File: config.mk
export PLATFORM = sky130hd
export DESIGN_NAME = ssc_channel
export DESIGN_NICKNAME = d
export VERILOG_FILES = /design/src/include/ssc_pkg.sv /design/src/logic/ssc_channel.sv
export SDC_FILE = /design/constraint.sdc
export NUM_CORES = 1
export LEC_CHECK = 0
export BUFFER_PORTS_ARGS = -buffer_cell sky130_fd_sc_hd__buf_2
export CORE_ASPECT_RATIO = 2
export CORE_UTILIZATION = 29
export DETAILED_ROUTE_END_ITERATION = 8
export GPL_TIMING_DRIVEN = 0
export PLACE_DENSITY = 0.42
export SLEW_MARGIN = 40
export SYNTH_ARGS = -nofsm -noshare
export SYNTH_HDL_FRONTEND = slang
export SYNTH_SLANG_ARGS = --single-unit
File: constraint.sdc
create_clock -name ref_clk_in -period 6.3 [get_ports ref_clk_in]
set_clock_uncertainty 0.05 [all_clocks]
set_input_delay 0.63 -clock ref_clk_in [delete_from_list [all_inputs] [get_ports ref_clk_in]]
set_output_delay 0.63 -clock ref_clk_in [all_outputs]
set_load 0.02 [all_outputs]
File: src/include/ssc_pkg.sv
// shared constants and carriers for the clocked serial channel with operation clock select
package ssc_pkg;

   // ****************************************************************
   // bus, field and counter widths
   // ****************************************************************
   localparam int ADDR_W    = 4;
   localparam int DATA_W    = 16;
   localparam int WORD_BITS = 8;
   localparam int DIV_W     = 7;
   localparam int PCNT_W    = 11;
   localparam int IRQ_W     = 3;

   // ****************************************************************
   // register offsets
   // ****************************************************************
   localparam logic [ADDR_W-1:0] ADDR_DATA     = 4'h0;
   localparam logic [ADDR_W-1:0] ADDR_MODE     = 4'h1;
   localparam logic [ADDR_W-1:0] ADDR_PRESC    = 4'h2;
   localparam logic [ADDR_W-1:0] ADDR_STAT     = 4'h3;
   localparam logic [ADDR_W-1:0] ADDR_IRQ_STAT = 4'h4;
   localparam logic [ADDR_W-1:0] ADDR_IRQ_MASK = 4'h5;

   // ****************************************************************
   // field positions and prescaler field width
   // ****************************************************************
   localparam int DIV_MSB         = 15;
   localparam int DIV_LSB         = 9;
   localparam int MODE_CKS_BIT    = 15;
   localparam int MODE_ISRC_BIT   = 0;
   localparam int MODE_MASTER_BIT = 1;
   localparam int MODE_RUN_BIT    = 2;
   localparam int PRESC_F_W       = 4;
   localparam int STAT_FULL_BIT   = 0;
   localparam int STAT_BUSY_BIT   = 1;
   localparam int STAT_RXNEW_BIT  = 2;
   localparam int IRQ_END_BIT     = 0;
   localparam int IRQ_EMPTY_BIT   = 1;
   localparam int IRQ_OVR_BIT     = 2;

   // ****************************************************************
   // prescaler codes and reset values
   // ****************************************************************
   localparam logic [PRESC_F_W-1:0] PRESC_MAX_DIV = 4'hb;
   localparam logic [PRESC_F_W-1:0] PRESC_TIMER   = 4'hf;
   localparam logic [DATA_W-1:0]    MODE_RST      = 16'h0000;
   localparam logic [7:0]           PRESC_RST     = 8'h00;
   localparam logic [DIV_W-1:0]     DIV_RST       = 7'h00;
   localparam logic [IRQ_W-1:0]     MASK_RST      = 3'h0;

   // ****************************************************************
   // carriers
   // ****************************************************************
   typedef struct packed {
      logic [ADDR_W-1:0] addr;
      logic [DATA_W-1:0] wdata;
      logic              wr;
      logic              rd;
   } ssc_bus_req_s;

endpackage : ssc_pkg

File: src/logic/ssc_channel.sv
// clocked serial channel: slave and master transfer, operation clock select, register port
//
// Added by the designer: the placing of the registers and strobed register access.
`timescale 1ns/1ps

module ssc_channel #(
   parameter bit UNIT_IDX = 1'b0
) (
   input  wire logic                        ref_clk_in,
   input  wire logic                        rst_in,
   input  wire ssc_pkg::ssc_bus_req_s       bus_req_in,
   output logic [ssc_pkg::DATA_W-1:0]       rd_data_out,
   input  wire logic                        timer_ch2_irq_in,
   input  wire logic                        timer_ch3_irq_in,
   input  wire logic                        sclk_in,
   output logic                             sclk_out,
   output logic                             sclk_oe_n_out,
   input  wire logic                        sdi_in,
   output logic                             sdo_out,
   output logic                             irq_out
);

   // ****************************************************************
   // registers and state
   // ****************************************************************
   logic [ssc_pkg::DATA_W-1:0]   mode_reg;
   logic [7:0]                   presc_reg;
   logic [ssc_pkg::DIV_W-1:0]    div_reg;
   logic [7:0]                   tx_buf_reg;
   logic                         buffer_full_flag_reg;
   logic [7:0]                   rx_buf_reg;
   logic                         rx_new_reg;
   logic [ssc_pkg::IRQ_W-1:0]    irq_stat_reg;
   logic [ssc_pkg::IRQ_W-1:0]    irq_mask_reg;
   logic [ssc_pkg::PCNT_W-1:0]   pcnt_reg;
   logic [ssc_pkg::DIV_W-1:0]    baud_cnt_reg;
   logic                         active_reg;
   logic                         sclk_reg;
   logic [3:0]                   bit_cnt_reg;
   logic [7:0]                   tx_sh_reg;
   logic [6:0]                   rx_sh_reg;
   logic                         sdo_reg;
   logic                         sck_meta_reg;
   logic                         sck_sync_reg;
   logic                         sdi_meta_reg;
   logic                         sdi_sync_reg;
   logic                         sck_samp_reg;
   logic                         sck_prev_reg;
   logic [ssc_pkg::DATA_W-1:0]   rd_data_reg;
   logic                         irq_reg;

   // ****************************************************************
   // register decode
   // ****************************************************************
   // one write enable per writable register, plus a data read strobe; the master never strobes both at once
   wire wr_data = bus_req_in.wr && (bus_req_in.addr == ssc_pkg::ADDR_DATA);
   wire wr_mode = bus_req_in.wr && (bus_req_in.addr == ssc_pkg::ADDR_MODE);
   wire wr_presc = bus_req_in.wr && (bus_req_in.addr == ssc_pkg::ADDR_PRESC);
   wire wr_istat = bus_req_in.wr && (bus_req_in.addr == ssc_pkg::ADDR_IRQ_STAT);
   wire wr_imask = bus_req_in.wr && (bus_req_in.addr == ssc_pkg::ADDR_IRQ_MASK);
   wire rd_data = bus_req_in.rd && (bus_req_in.addr == ssc_pkg::ADDR_DATA);

   // mode fields
   wire run_bit    = mode_reg[ssc_pkg::MODE_RUN_BIT];
   wire master_bit = mode_reg[ssc_pkg::MODE_MASTER_BIT];
   wire isrc_bit   = mode_reg[ssc_pkg::MODE_ISRC_BIT];
   wire cks_bit    = mode_reg[ssc_pkg::MODE_CKS_BIT];

   // ****************************************************************
   // operation clock select
   // ****************************************************************
   // the timer tick comes from logic on this clock, so it needs no synchroniser
   wire timer_tick = UNIT_IDX ? timer_ch3_irq_in : timer_ch2_irq_in;

   logic [1:0] field_en;

   // one enable per prescaler field; the shared counter keeps both phase aligned
   genvar gi;
   generate
      for (gi = 0; gi < 2; gi++) begin : g_presc
         wire [ssc_pkg::PRESC_F_W-1:0] code = presc_reg[gi*ssc_pkg::PRESC_F_W +: ssc_pkg::PRESC_F_W];
         // code 11 wraps the shift to zero, so the mask becomes all ones
         wire [ssc_pkg::PCNT_W-1:0] mask =
            ssc_pkg::PCNT_W'(ssc_pkg::PCNT_W'(1) << code) - ssc_pkg::PCNT_W'(1);
         wire div_hit = ((pcnt_reg & mask) == mask);
         // prohibited codes give no clock at all rather than an odd rate
         assign field_en[gi] = (code <= ssc_pkg::PRESC_MAX_DIV) ? div_hit :
                               (code == ssc_pkg::PRESC_TIMER) ? timer_tick : 1'b0;
      end
   endgenerate

   wire mck_en = run_bit && field_en[cks_bit];

   // free running prescaler counter
   always_ff @(posedge ref_clk_in or posedge rst_in) begin
      if (rst_in) begin
         pcnt_reg <= '0;
      end else begin
         pcnt_reg <= pcnt_reg + ssc_pkg::PCNT_W'(1);
      end
   end

   // ****************************************************************
   // pin synchronisers
   // ****************************************************************
   // the second stage is the only reader of the first
   always_ff @(posedge ref_clk_in or posedge rst_in) begin
      if (rst_in) begin
         sck_meta_reg <= 1'b1;
         sck_sync_reg <= 1'b1;
         sdi_meta_reg <= 1'b0;
         sdi_sync_reg <= 1'b0;
      end else begin
         sck_meta_reg <= sclk_in;
         sck_sync_reg <= sck_meta_reg;
         sdi_meta_reg <= sdi_in;
         sdi_sync_reg <= sdi_meta_reg;
      end
   end

   // external clock sampled by the operation clock; this is what caps the slave rate
   always_ff @(posedge ref_clk_in or posedge rst_in) begin
      if (rst_in) begin
         sck_samp_reg <= 1'b1;
         sck_prev_reg <= 1'b1;
      end else if (mck_en) begin
         sck_samp_reg <= sck_sync_reg;
         sck_prev_reg <= sck_samp_reg;
      end
   end

   // ****************************************************************
   // transfer clock and edges
   // ****************************************************************
   // half period is div+1 operation clock pulses, so the full period doubles it
   wire half_tick = mck_en && (baud_cnt_reg == div_reg);
   wire m_fall = master_bit && active_reg && half_tick && sclk_reg;
   wire m_rise = master_bit && active_reg && half_tick && !sclk_reg;
   wire s_fall = !master_bit && mck_en && sck_prev_reg && !sck_samp_reg;
   wire s_rise = !master_bit && mck_en && !sck_prev_reg && sck_samp_reg;
   wire fall_ev = m_fall || s_fall;
   wire rise_ev = m_rise || s_rise;

   // a pending buffer word moves into the shifter at the leading edge of a word
   wire load_ev = fall_ev && (bit_cnt_reg == 4'h0) && buffer_full_flag_reg;
   wire word_end = rise_ev && (bit_cnt_reg == 4'(ssc_pkg::WORD_BITS - 1));
   wire [7:0] rx_word = {rx_sh_reg, sdi_sync_reg};

   // master starts on a pending word and idles with the clock high
   wire m_start = run_bit && master_bit && !active_reg && buffer_full_flag_reg;
   wire m_stop = word_end && master_bit && !buffer_full_flag_reg;

   // baud divider and master clock level
   always_ff @(posedge ref_clk_in or posedge rst_in) begin
      if (rst_in) begin
         baud_cnt_reg <= ssc_pkg::DIV_RST;
         sclk_reg     <= 1'b1;
         active_reg   <= 1'b0;
      end else if (!run_bit || !master_bit) begin
         baud_cnt_reg <= ssc_pkg::DIV_RST;
         sclk_reg     <= 1'b1;
         active_reg   <= 1'b0;
      end else begin
         if (mck_en) begin
            baud_cnt_reg <= half_tick ? ssc_pkg::DIV_RST : baud_cnt_reg + ssc_pkg::DIV_W'(1);
         end
         if (m_fall || m_rise) begin
            sclk_reg <= !sclk_reg;
         end
         if (m_start) begin
            active_reg <= 1'b1;
         end else if (m_stop) begin
            active_reg <= 1'b0;
         end
      end
   end

   // ****************************************************************
   // shifter
   // ****************************************************************
   // with no pending word the slave sends zeros from the emptied shifter
   always_ff @(posedge ref_clk_in or posedge rst_in) begin
      if (rst_in) begin
         bit_cnt_reg <= 4'h0;
         tx_sh_reg   <= 8'h00;
         rx_sh_reg   <= 7'h00;
         sdo_reg     <= 1'b0;
      end else if (!run_bit) begin
         bit_cnt_reg <= 4'h0;
      end else begin
         if (fall_ev) begin
            sdo_reg   <= load_ev ? tx_buf_reg[7] : tx_sh_reg[7];
            tx_sh_reg <= load_ev ? {tx_buf_reg[6:0], 1'b0} : {tx_sh_reg[6:0], 1'b0};
         end
         if (rise_ev) begin
            rx_sh_reg   <= rx_word[6:0];
            bit_cnt_reg <= word_end ? 4'h0 : bit_cnt_reg + 4'h1;
         end
      end
   end

   // ****************************************************************
   // data buffers
   // ****************************************************************
   // a write in the load cycle wins, so the new word stays pending
   always_ff @(posedge ref_clk_in or posedge rst_in) begin
      if (rst_in) begin
         tx_buf_reg           <= 8'h00;
         div_reg              <= ssc_pkg::DIV_RST;
         buffer_full_flag_reg <= 1'b0;
      end else begin
         if (wr_data) begin
            tx_buf_reg <= bus_req_in.wdata[7:0];
            div_reg    <= bus_req_in.wdata[ssc_pkg::DIV_MSB:ssc_pkg::DIV_LSB];
         end
         if (wr_data) begin
            buffer_full_flag_reg <= 1'b1;
         end else if (load_ev) begin
            buffer_full_flag_reg <= 1'b0;
         end
      end
   end

   // received word; a pending-word read does not count as taking it
   wire rx_take = rd_data && !buffer_full_flag_reg;

   always_ff @(posedge ref_clk_in or posedge rst_in) begin
      if (rst_in) begin
         rx_buf_reg <= 8'h00;
         rx_new_reg <= 1'b0;
      end else begin
         if (word_end) begin
            rx_buf_reg <= rx_word;
         end
         if (word_end) begin
            rx_new_reg <= 1'b1;
         end else if (rx_take) begin
            rx_new_reg <= 1'b0;
         end
      end
   end

   // ****************************************************************
   // control registers
   // ****************************************************************
   // mode may change mid-transfer; the source bit is read at each event
   always_ff @(posedge ref_clk_in or posedge rst_in) begin
      if (rst_in) begin
         mode_reg     <= ssc_pkg::MODE_RST;
         presc_reg    <= ssc_pkg::PRESC_RST;
         irq_mask_reg <= ssc_pkg::MASK_RST;
      end else begin
         if (wr_mode) begin
            mode_reg <= bus_req_in.wdata;
         end
         if (wr_presc) begin
            presc_reg <= bus_req_in.wdata[7:0];
         end
         if (wr_imask) begin
            irq_mask_reg <= bus_req_in.wdata[ssc_pkg::IRQ_W-1:0];
         end
      end
   end

   // ****************************************************************
   // interrupts
   // ****************************************************************
   // the source bit picks end-of-word or buffer-empty events
   logic [ssc_pkg::IRQ_W-1:0] irq_set;
   logic [ssc_pkg::IRQ_W-1:0] irq_clr;
   logic [ssc_pkg::IRQ_W-1:0] irq_stat_next;

   assign irq_set[ssc_pkg::IRQ_END_BIT]   = word_end && !isrc_bit;
   assign irq_set[ssc_pkg::IRQ_EMPTY_BIT] = load_ev && isrc_bit;
   assign irq_set[ssc_pkg::IRQ_OVR_BIT]   = word_end && rx_new_reg && !rx_take;
   assign irq_clr = wr_istat ? bus_req_in.wdata[ssc_pkg::IRQ_W-1:0] : '0;
   // set beats a clear that lands in the same cycle
   assign irq_stat_next = (irq_stat_reg & ~irq_clr) | irq_set;

   always_ff @(posedge ref_clk_in or posedge rst_in) begin
      if (rst_in) begin
         irq_stat_reg <= '0;
         irq_reg      <= 1'b0;
      end else begin
         irq_stat_reg <= irq_stat_next;
         irq_reg      <= |(irq_stat_next & irq_mask_reg);
      end
   end

   // ****************************************************************
   // read path
   // ****************************************************************
   wire busy = active_reg || (bit_cnt_reg != 4'h0);
   // pending transmit word shows through while full, else the received word
   wire [7:0] data_low = buffer_full_flag_reg ? tx_buf_reg : rx_buf_reg;
   wire [ssc_pkg::DATA_W-1:0] stat_word = {13'h0000, rx_new_reg, busy, buffer_full_flag_reg};
   wire [ssc_pkg::DATA_W-1:0] rd_mux =
      (bus_req_in.addr == ssc_pkg::ADDR_DATA)     ? {div_reg, 1'b0, data_low} :
      (bus_req_in.addr == ssc_pkg::ADDR_MODE)     ? mode_reg :
      (bus_req_in.addr == ssc_pkg::ADDR_PRESC)    ? {8'h00, presc_reg} :
      (bus_req_in.addr == ssc_pkg::ADDR_STAT)     ? stat_word :
      (bus_req_in.addr == ssc_pkg::ADDR_IRQ_STAT) ? {13'h0000, irq_stat_reg} :
      (bus_req_in.addr == ssc_pkg::ADDR_IRQ_MASK) ? {13'h0000, irq_mask_reg} : 16'h0000;

   // read data stands one cycle only, zero otherwise
   always_ff @(posedge ref_clk_in or posedge rst_in) begin
      if (rst_in) begin
         rd_data_reg <= 16'h0000;
      end else begin
         rd_data_reg <= bus_req_in.rd ? rd_mux : 16'h0000;
      end
   end

   // ****************************************************************
   // outputs
   // ****************************************************************
   // the clock pin is driven only in master role
   logic sclk_oe_n_reg;

   always_ff @(posedge ref_clk_in or posedge rst_in) begin
      if (rst_in) begin
         sclk_oe_n_reg <= 1'b1;
      end else begin
         sclk_oe_n_reg <= !(run_bit && master_bit);
      end
   end

   assign rd_data_out   = rd_data_reg;
   assign sclk_out      = sclk_reg;
   assign sclk_oe_n_out = sclk_oe_n_reg;
   assign sdo_out       = sdo_reg;
   assign irq_out       = irq_reg;

endmodule : ssc_channel

* Yosys cells after proc, flatten, opt, wreduce, memory -nomap -nowiden *
Cells that the tools add are included.

storage, ports and cells
  latch bits = 0
  register bits = 119
  memories kept = 0
  bits of input ports = 28
  ROM bits = 0
  bits in writable memories = 0

operators by class
  bitwise operators = 6
  equality and inequality tests = 12
  reduce and logical (&&, ||, !) cells = 56
  add/sub/neg operators = 5
  shift operators = 2
  divide/modulo/power cells = 0
  $lt $le $gt $ge = 3
  $mul = 0
  mux-type cells = 32

operator list
  cell                     number
  $mux W16                 3
  $logic_and A1 B1 Y1      30
  $mux W8                  3
  $and A11 B11 Y11         2
  $eq A11 B11 Y1           2
  $shl A1 B4 Y11 const A   2
  $sub A11 B2 Y11 const B  2
  $mux W7                  3
  $mux W1                  16
  $eq A4 B3 Y1 const B     3
  $mux W3                  4
  $mux W4                  3
  $add A11 B1 Y11 const B  1
  $logic_not A1 Y1         10
  $eq A4 B2 Y1 const B     2
  $eq A4 B4 Y1 const B     2
  $le A4 B4 Y1 const B     2
  $logic_not A4 Y1         2
  $reduce_bool A2 Y1       4
  $add A7 B1 Y7 const B    1
  $eq A7 B7 Y1             1
  $and A3 B3 Y3            2
  $logic_or A1 B1 Y1       5
  $add A4 B1 Y4 const B    1
  9 further kinds          10

* Longest topological paths before layout *
Gate-level depths: netlist of the first run.

  depth after elaboration = 18
  depth in mapped cells = 14
  depth with buffers taken out = 11

* Worst setup path before layout of the first run *
No wires, ideal clock.

  path kind = register to register
  start = reg presc_reg[2]
  end = reg rx_buf_reg[0]
  data arrival time = 3294 ps
  data required time = 6125 ps
  clock period less this slack = 3469 ps
  path slack = 2831 ps
  buffers on the path = 1
  cell stages (with the launch flop) = 11
  cell sequence = dfrtp_1 -> buf_6 -> or4_1 -> ha_1 -> and4b_1 -> o41ai_1 -> nand4_1 -> o31ai_4 -> nand3_4 -> nor3b_4 -> mux2_2

between the ends
  cells in the longest elaborated chain, start to end = 13
  elaborated cells on any way between the ends = 19

RTL lines
  element                                              RTL line                                text
  start, declared                                      ssc_channel.sv:27                       logic [7:0] presc_reg;
  start signal, assigned                               ssc_channel.sv:250                      presc_reg <= ssc_pkg::PRESC_RST;
  start signal, assigned                               ssc_channel.sv:257                      presc_reg <= bus_req_in.wdata[7:0];
  $shl A1 B4 Y11                                       ssc_channel.sv:84                       ssc_pkg::PCNT_W'(ssc_pkg::PCNT_W'(1) << code) - ssc_pkg::PCNT_W'(1);
  $sub A11 B2 Y11                                      ssc_channel.sv:84
  $and A11 B11 Y11                                     ssc_channel.sv:85                       wire div_hit = ((pcnt_reg & mask) == mask);
  $eq A11 B11 Y1                                       ssc_channel.sv:85
  $mux W1 *                                            ssc_channel.sv:87                       assign field_en[gi] = (code <= ssc_pkg::PRESC_MAX_DIV) ? div_hit :
  $mux W1 (not written as such) * (2 in a row)         ssc_channel.sv:92                       wire mck_en = run_bit && field_en[cks_bit];
  $logic_and A1 B1 Y1 *                                ssc_channel.sv:92
  $logic_and A1 B1 Y1 (on tied branches)               ssc_channel.sv:136, ssc_channel.sv:140
  $logic_and A1 B1 Y1 (on tied branches) (2 in a row)  ssc_channel.sv:138, ssc_channel.sv:140
  $logic_or A1 B1 Y1 *                                 ssc_channel.sv:142                      wire rise_ev = m_rise || s_rise;
  $logic_and A1 B1 Y1 *                                ssc_channel.sv:146                      wire word_end = rise_ev && (bit_cnt_reg == 4'(ssc_pkg::WORD_BITS - 1));
  end signal, assigned                                 ssc_channel.sv:233                      rx_buf_reg <= rx_word;
  end, declared                                        ssc_channel.sv:31                       logic [7:0] rx_buf_reg;

Every way passes the cells marked *; elsewhere a longest branch is shown, timed or not. The select of a mux whose other input is x is not followed.
A chain may end at the register's enable or synchronous reset.

* Worst setup path after layout of the first run *
  start = reg presc_reg[2]
  end = reg tx_sh_reg[2]

between the ends
  cells in the longest elaborated chain, start to end = 15
  elaborated cells on any way between the ends = 22

RTL lines
  element                                              RTL line                                text
  $shl A1 B4 Y11                                       ssc_channel.sv:84
  $sub A11 B2 Y11                                      ssc_channel.sv:84
  $and A11 B11 Y11                                     ssc_channel.sv:85
  $eq A11 B11 Y1                                       ssc_channel.sv:85
  $mux W1 *                                            ssc_channel.sv:87
  $mux W1 (not written as such) * (2 in a row)         ssc_channel.sv:92
  $logic_and A1 B1 Y1 *                                ssc_channel.sv:92
  $logic_and A1 B1 Y1 (on tied branches)               ssc_channel.sv:136, ssc_channel.sv:139
  $logic_and A1 B1 Y1 (on tied branches) (2 in a row)  ssc_channel.sv:137, ssc_channel.sv:139
  $logic_or A1 B1 Y1 *                                 ssc_channel.sv:141                      wire fall_ev = m_fall || s_fall;
  $logic_and A1 B1 Y1 (2 in a row)                     ssc_channel.sv:145                      wire load_ev = fall_ev && (bit_cnt_reg == 4'h0) && buffer_full_flag_reg;
  $mux W8                                              ssc_channel.sv:193                      tx_sh_reg <= load_ev ? {tx_buf_reg[6:0], 1'b0} : {tx_sh_reg[6:0], 1'b0};
  end signal, assigned                                 ssc_channel.sv:193
  end, declared                                        ssc_channel.sv:40                       logic [7:0] tx_sh_reg;

Marks and branches as above.

==> results.cfg, run 1 <==
[floorplan]
die_height_um = 201
fp.dieW_um = 101
start_util_pct = 29.6
io_pins = 48
placementRows = 72
core_area_um2 = 19400
die_area_um2 = 20300

[global_routing]
grt_pass1_wl_mm = 24.3
antenna_found_initial = 0
overflow = 0
grt_busiest_layer = met2
grt.met2_usage_pct = 28.9
globalRouteMet3Util_pct = 3.10
grt_max_degree = 65
grt_pass1_vias = 4393
use_met1_pct = 17.7
track_usage_pct = 16.3

[clocking]
cts_buffers = 17
post_cts_resized = 0
cts_tree = done
cts_root_buf = clkbuf_16
cts_max_level = 4
worstSkewPairLatency_ns = 0.42
cts.sinks = 118
post-cts-setup-buffers = 0
hold_buffers = 0
clock_path_buffers = 2
clk_pin_slew_ns = 0.06

[hold_path]
hp-class = in2async

[placed_design]
gp_congestion = 0.801
place_inst = 800
io_buffers = 45
hpwlAfterDp_mm = 11.3
postPlaceCellArea_um2 = 6330
place_ws_ns = 2.21

[sta]
hold_viol = 0
timing.slew.headroom_pct = 44.2
setup_viol = 0
postLayoutSetupSlackWorst_ns = 2.24
rsz0062_at_grt = false
fmax_mhz = 246
fin_crit_sh_pct = 64.5
final_max_slew_viol_count = 0
layout_min_cycle_time_ns = 4.06
setup_tns_ns = 0
tightestPinTransition_ns = 0.837

[power]
vdd_drop_max_mv = 0.150
clock_power_share_pct = 42.6
powerDensity_nw_per_um2 = 361
leakagePower_uw = 0.00310
p_int_uw = 1800
pwr-share-comb_pct = 19.9
netSwitchingFraction_pct = 28.8
seqPwrFrac_pct = 37.5
p_switching_uw = 728

[synth]
yosys_warnings = 0
syn_area_per_cell_um2 = 11.6
synth_flop_cell = dfrtp_1
synth_edf_count = 0
synth.distinct_cells = 65
yosys_register_bits = 118
syn_area_um2 = 5730
syn_nets = 529
ys_async_sr_fraction_pct = 100
syn_inst = 495
ys_seq_area_share_pct = 51.7

[final_layout]
layout_commonest_cell = dfrtp_1
syn_to_final_growth_pct = 22.0
fin_nets = 594
mostFrequentLayoutCells = dfrtp_1 (112), mux2_2 (74), buf_2 (48), nand2_1 (30), nor2_1 (24)
utilization_pct = 36.1
diodes = 0
finalNonFillerCells = 832
stdcell_area_um2 = 6980
drive_gt1_share_pct = 31.6

[route]
routedWlPerCell_um = 18.3
drc = 0
wl_mm = 15.3
vias = 4114
drt_iter0_drc = 137
ant_nets = 0
viasPerCell = 4.94
drtPass1Iterations = 4

[status]
status = complete, no violations

[setup_path]
cp_max_fo = 10
start_kind = flop
endpoint_kind = flop
arrival_ns = 4.31
critPathRequiredTime_ns = 6.55
crit_type = reg2reg

[job]
cap_viol_max_count = 0
-- per-layer routing --
layer  vias to the layer above  wire (um)
li1                       1940          -
met1                      2065       5850
met2                        81       8420
met3                        28        436
met4                         0        549
met5                         -          0
-- final timing paths --
kind / startpoint / to / slack (ns) / cells after the start
min reg2reg: sdi_meta_reg$_DFF_PP0_ / sdi_sync_reg$_DFF_PP0_ / 0.31 / 0
min in group ref_clk_in: sclk_in / sck_meta_reg$_DFF_PP1_ / 0.26 / 1
max reg2reg: presc_reg[2]$_DFFE_PP0P_ / tx_sh_reg[2]$_DFFE_PP0P_ / 2.24 / 11
max: presc_reg[2]$_DFFE_PP0P_ / tx_sh_reg[2]$_DFFE_PP0P_ / 2.24 / 11
min: rst_in / rx_sh_reg[5]$_DFFE_PP0P_ / 0.20 / 2
max in group asynchronous: rst_in / sclk_oe_n_out$_DFF_PP1_ / 5.30 / 3
-- stage by stage --
| stage | hold WS (ns) | power [uW] |
|---|---|---|
| 2_1_floorplan | 0.281 | 1310 |
| 4_1_cts | 0.208 | 2560 |
| 3_5_place_dp | 0.293 | 1470 |
| 5_1_grt | 0.226 | 2650 |
| 3_3_place_gp | 0.292 | 1450 |
| 6_report | 0.199 | 2520 |
-- worst max-delay path, stage by stage (launching register included) --
cell     delay, ns
dfrtp_1       0.37
buf_6         0.14
or4_1         0.54
ha_1          0.32
and4b_1       0.24
o41ai_1       0.33
nand4_1       0.21
o31ai_4       0.56
nand2_1       0.18
nor3_2        0.38
buf_4         0.28
mux2_2        0.35
-- power by group through the flow --
stage	Sequential, uW	Combinational [uW]	Clock (uW)
after floorplan	941	373	0
after global placement	958	494	0
after detailed placement	961	506	0
after CTS	948	510	1100
after global routing	959	557	1130
final	946	502	1080
-- kinds of logic (layout without fill, tap and decap cells) --
group / Yosys count / count (layout) / share of synthesized area, %
flops: 118 / 118 / 51.7
compound gates: 91 / 91 / 11.5
buf+inv: 39 / 117 / 2.82
xor+xnor: 18 / 18 / 2.75
fa+ha+maj: 6 / 6 / 1.31
mux: 84 / 84 / 16.3
simple gates: 139 / 139 / 13.5
-- Yosys cell counts (9+ instances only) --
master / instances / area (um2)
clkbuf_1: 18 / 67.6
mux2i_1: 9 / 90.1
nand2_1: 30 / 113
a21oi_1: 11 / 55.1
mux2_2: 74 / 833
dfrtp_1: 112 / 2800
nor2_1: 24 / 90.1
xnor2_1: 10 / 87.6
nor2b_1: 12 / 75.1
inv_1: 15 / 56.3
nand3_1: 14 / 70.1
o21ai_0: 20 / 100
-- cell type report --
class                   count  area (um2)
plain buffers              24         105
fillers                  1946       12400
well taps                 259         324
inverters                  15        63.8
multi-input cells         338        2620
clock inverters            15         230
repair buffers             46         253
clock buffers              17         425
flip-flops and latches    118        2960
(Power assumes the default switching activity.)
==> run 2, diff against run 1 <==
--- a/config.mk
+++ b/config.mk
@@ -10,7 +10,7 @@
 export CORE_UTILIZATION = 29
 export DETAILED_ROUTE_END_ITERATION = 8
 export GPL_TIMING_DRIVEN = 0
-export PLACE_DENSITY = 0.42
+export PLACE_DENSITY = 0.43
 export SLEW_MARGIN = 40
 export SYNTH_ARGS = -nofsm -noshare
 export SYNTH_HDL_FRONTEND = slang
==> constraint.sdc (replaced) <==
create_clock -name ref_clk_in -period 3.45 [get_ports ref_clk_in]
set_clock_uncertainty 0.05 [all_clocks]
set_input_delay 0.345 -clock ref_clk_in [delete_from_list [all_inputs] [get_ports ref_clk_in]]
set_output_delay 0.345 -clock ref_clk_in [all_outputs]
set_load 0.02 [all_outputs]
==> results.cfg, run 2 (synthesis gave the netlist of run 1 again) <==
[sta]
timing.slew.headroom_pct = 44.1
fmax_mhz = 292
hold_viol = 0
layout_min_cycle_time_ns = 3.43
final_max_slew_viol_count = 0
rsz0062_at_grt = true
tightestPinTransition_ns = 0.839
setup_viol = 0
whs_ns = 0.124
fin_crit_sh_pct = 99.3

[route]
drt_iter0_drc = 154
drc = 0
drtPass1Iterations = 5
wl_mm = 15.7
vias = 4165
viasPerCell = 4.88
routedWlPerCell_um = 18.4
ant_nets = 0

[global_routing]
grt_pass1_vias = 4547
grt_max_degree = 22
antenna_found_initial = 0
grt_pass1_wl_mm = 25.1
overflow = 0
track_usage_pct = 16.7

[final_layout]
diodes = 0
layout_commonest_cell = dfrtp_1
stdcell_area_um2 = 7290
syn_to_final_growth_pct = 27.4
finalNonFillerCells = 853
mostFrequentLayoutCells = dfrtp_1 (111), mux2_2 (66), buf_2 (46), nand2_1 (29), nor2_1 (24)
drive_gt1_share_pct = 35.4
fin_nets = 615

[floorplan]
start_util_pct = 29.6
die_height_um = 201
io_pins = 48
die_area_um2 = 20300
placementRows = 72
core_area_um2 = 19400
fp.dieW_um = 101

[clocking]
cts_tree = done
clock_path_buffers = 2
cts.sinks = 118
clk_pin_slew_ns = 0.05
cts_root_buf = clkbuf_16
cts_buffers = 17
worstSkewPairLatency_ns = 0.42
cts_max_level = 4

[power]
leakagePower_uw = 0.00326
powerDensity_nw_per_um2 = 619
vdd_drop_max_mv = 0.294

[setup_path]
slowest_delay_ns = 0.57
critPathRequiredTime_ns = 3.70
path_cells = or4_4, ha_4, and4b_1, o41ai_2, nand4_1, o31ai_4, buf_4, nand3_4, nor3b_4, buf_6, mux2_4
cp_max_fo = 5
endpoint_kind = flop
start_kind = flop
crit_type = reg2reg
crit_family = simple AND/OR/NAND/NOR gates
cp_num_buf_inv = 2
arrival_ns = 3.67
crit_path_top_delay_cell = or4_4

[placed_design]
place_inst = 805
gp_congestion = 0.820
io_buffers = 45
postPlaceCellArea_um2 = 6450
hpwlAfterDp_mm = 11.7

[status]
status = complete, no violations

[job]
cap_viol_max_count = 0

[hold_path]
hp-class = in2reg
[run 2: cell count changes in the layout (fill, tap and decap cells not counted), moves of 5 or more]
cell	delta
buf_4	+11
mux2_2	-8
mux2_4	+8
clkinv_2	+7
buf_6	+5
[run 2: cell type report]
cell class              instances  area, um2
plain buffers                  21        100
multi-input cells             338       2710
inverters                      15       63.8
fillers                      1924      12100
repair buffers                 70        556
well taps                     259        324
clock inverters                10        103
flip-flops and latches        118       2960
clock buffers                  22        474
[run 2: path summary, 6_finish.rpt]
kind,startpoint,end,slack (ns),depth (start not counted)
worst max register to register,presc_reg[3]$_DFFE_PP0P_,rx_buf_reg[2]$_DFFE_PP0P_,0.02,11
min in group asynchronous,rst_in,rd_data_out[15]$_DFF_PP0_,0.48,3
worst max-delay path,presc_reg[3]$_DFFE_PP0P_,rx_buf_reg[2]$_DFFE_PP0P_,0.02,11
max in group asynchronous,rst_in,rd_data_out[3]$_DFF_PP0_,2.04,6
worst min register to register,sdi_meta_reg$_DFF_PP0_,sdi_sync_reg$_DFF_PP0_,0.30,0
worst min-delay path,bus_req_in[13],div_reg[2]$_DFFE_PP0P_,0.12,2
[run 2: where the power goes]
part | total (uW) | internal (uW) | switching, uW
Combinational | 1030 | 488 | 538
Sequential | 1740 | 1590 | 151
Clock | 1750 | 1110 | 639
Total | 4520 | 3190 | 1330
[run 2: worst reg2reg max path, delay by kind of cell, from the launching register on]
kind / cells / cell delay (ns)
flops: 1 / 0.39
mux: 1 / 0.31
simple gates: 5 / 1.32
compound gates: 2 / 0.67
fa+ha+maj: 1 / 0.20
buf+inv: 2 / 0.37
[run 2: what timing repair did]
| item | 4_1_cts | 5_1_grt |
|---|---|---|
| setup buffers | 13 | 4 |
| resized for setup | 18 | 15 |
| hold buffers | 3 | 0 |
| cloned | 1 | 0 |
| pin swaps | 9 | 10 |
| endpoints found under the hold margin | 19 | 0 |
| endpoints found under the setup margin | 41 | 25 |
[run 2: metrics by stage]
step / setup slack [ns] / utilization, % / setup TNS (ns) / total power, uW
after floorplan: 0.0532 / - / 0 / 2400
after global placement: -0.561 / 32.4 / -13.23 / 2660
after detailed placement: -0.586 / 33.3 / -14.19 / 2700
after CTS: 0.00585 / 37.5 / 0 / 4550
after global routing: -0.0332 / 37.7 / -0.249 / 4750
final: 0.0241 / 37.7 / 0 / 4520
[run 2: metal layers]
layer  vias up  global-route usage [%]  wire length, um
li1       1982                       -                -
met1      2074                    18.1             6010
met2        76                    30.2             8690
met3        33                    2.79              438
met4         0                    9.06              597
met5         -                       0                0
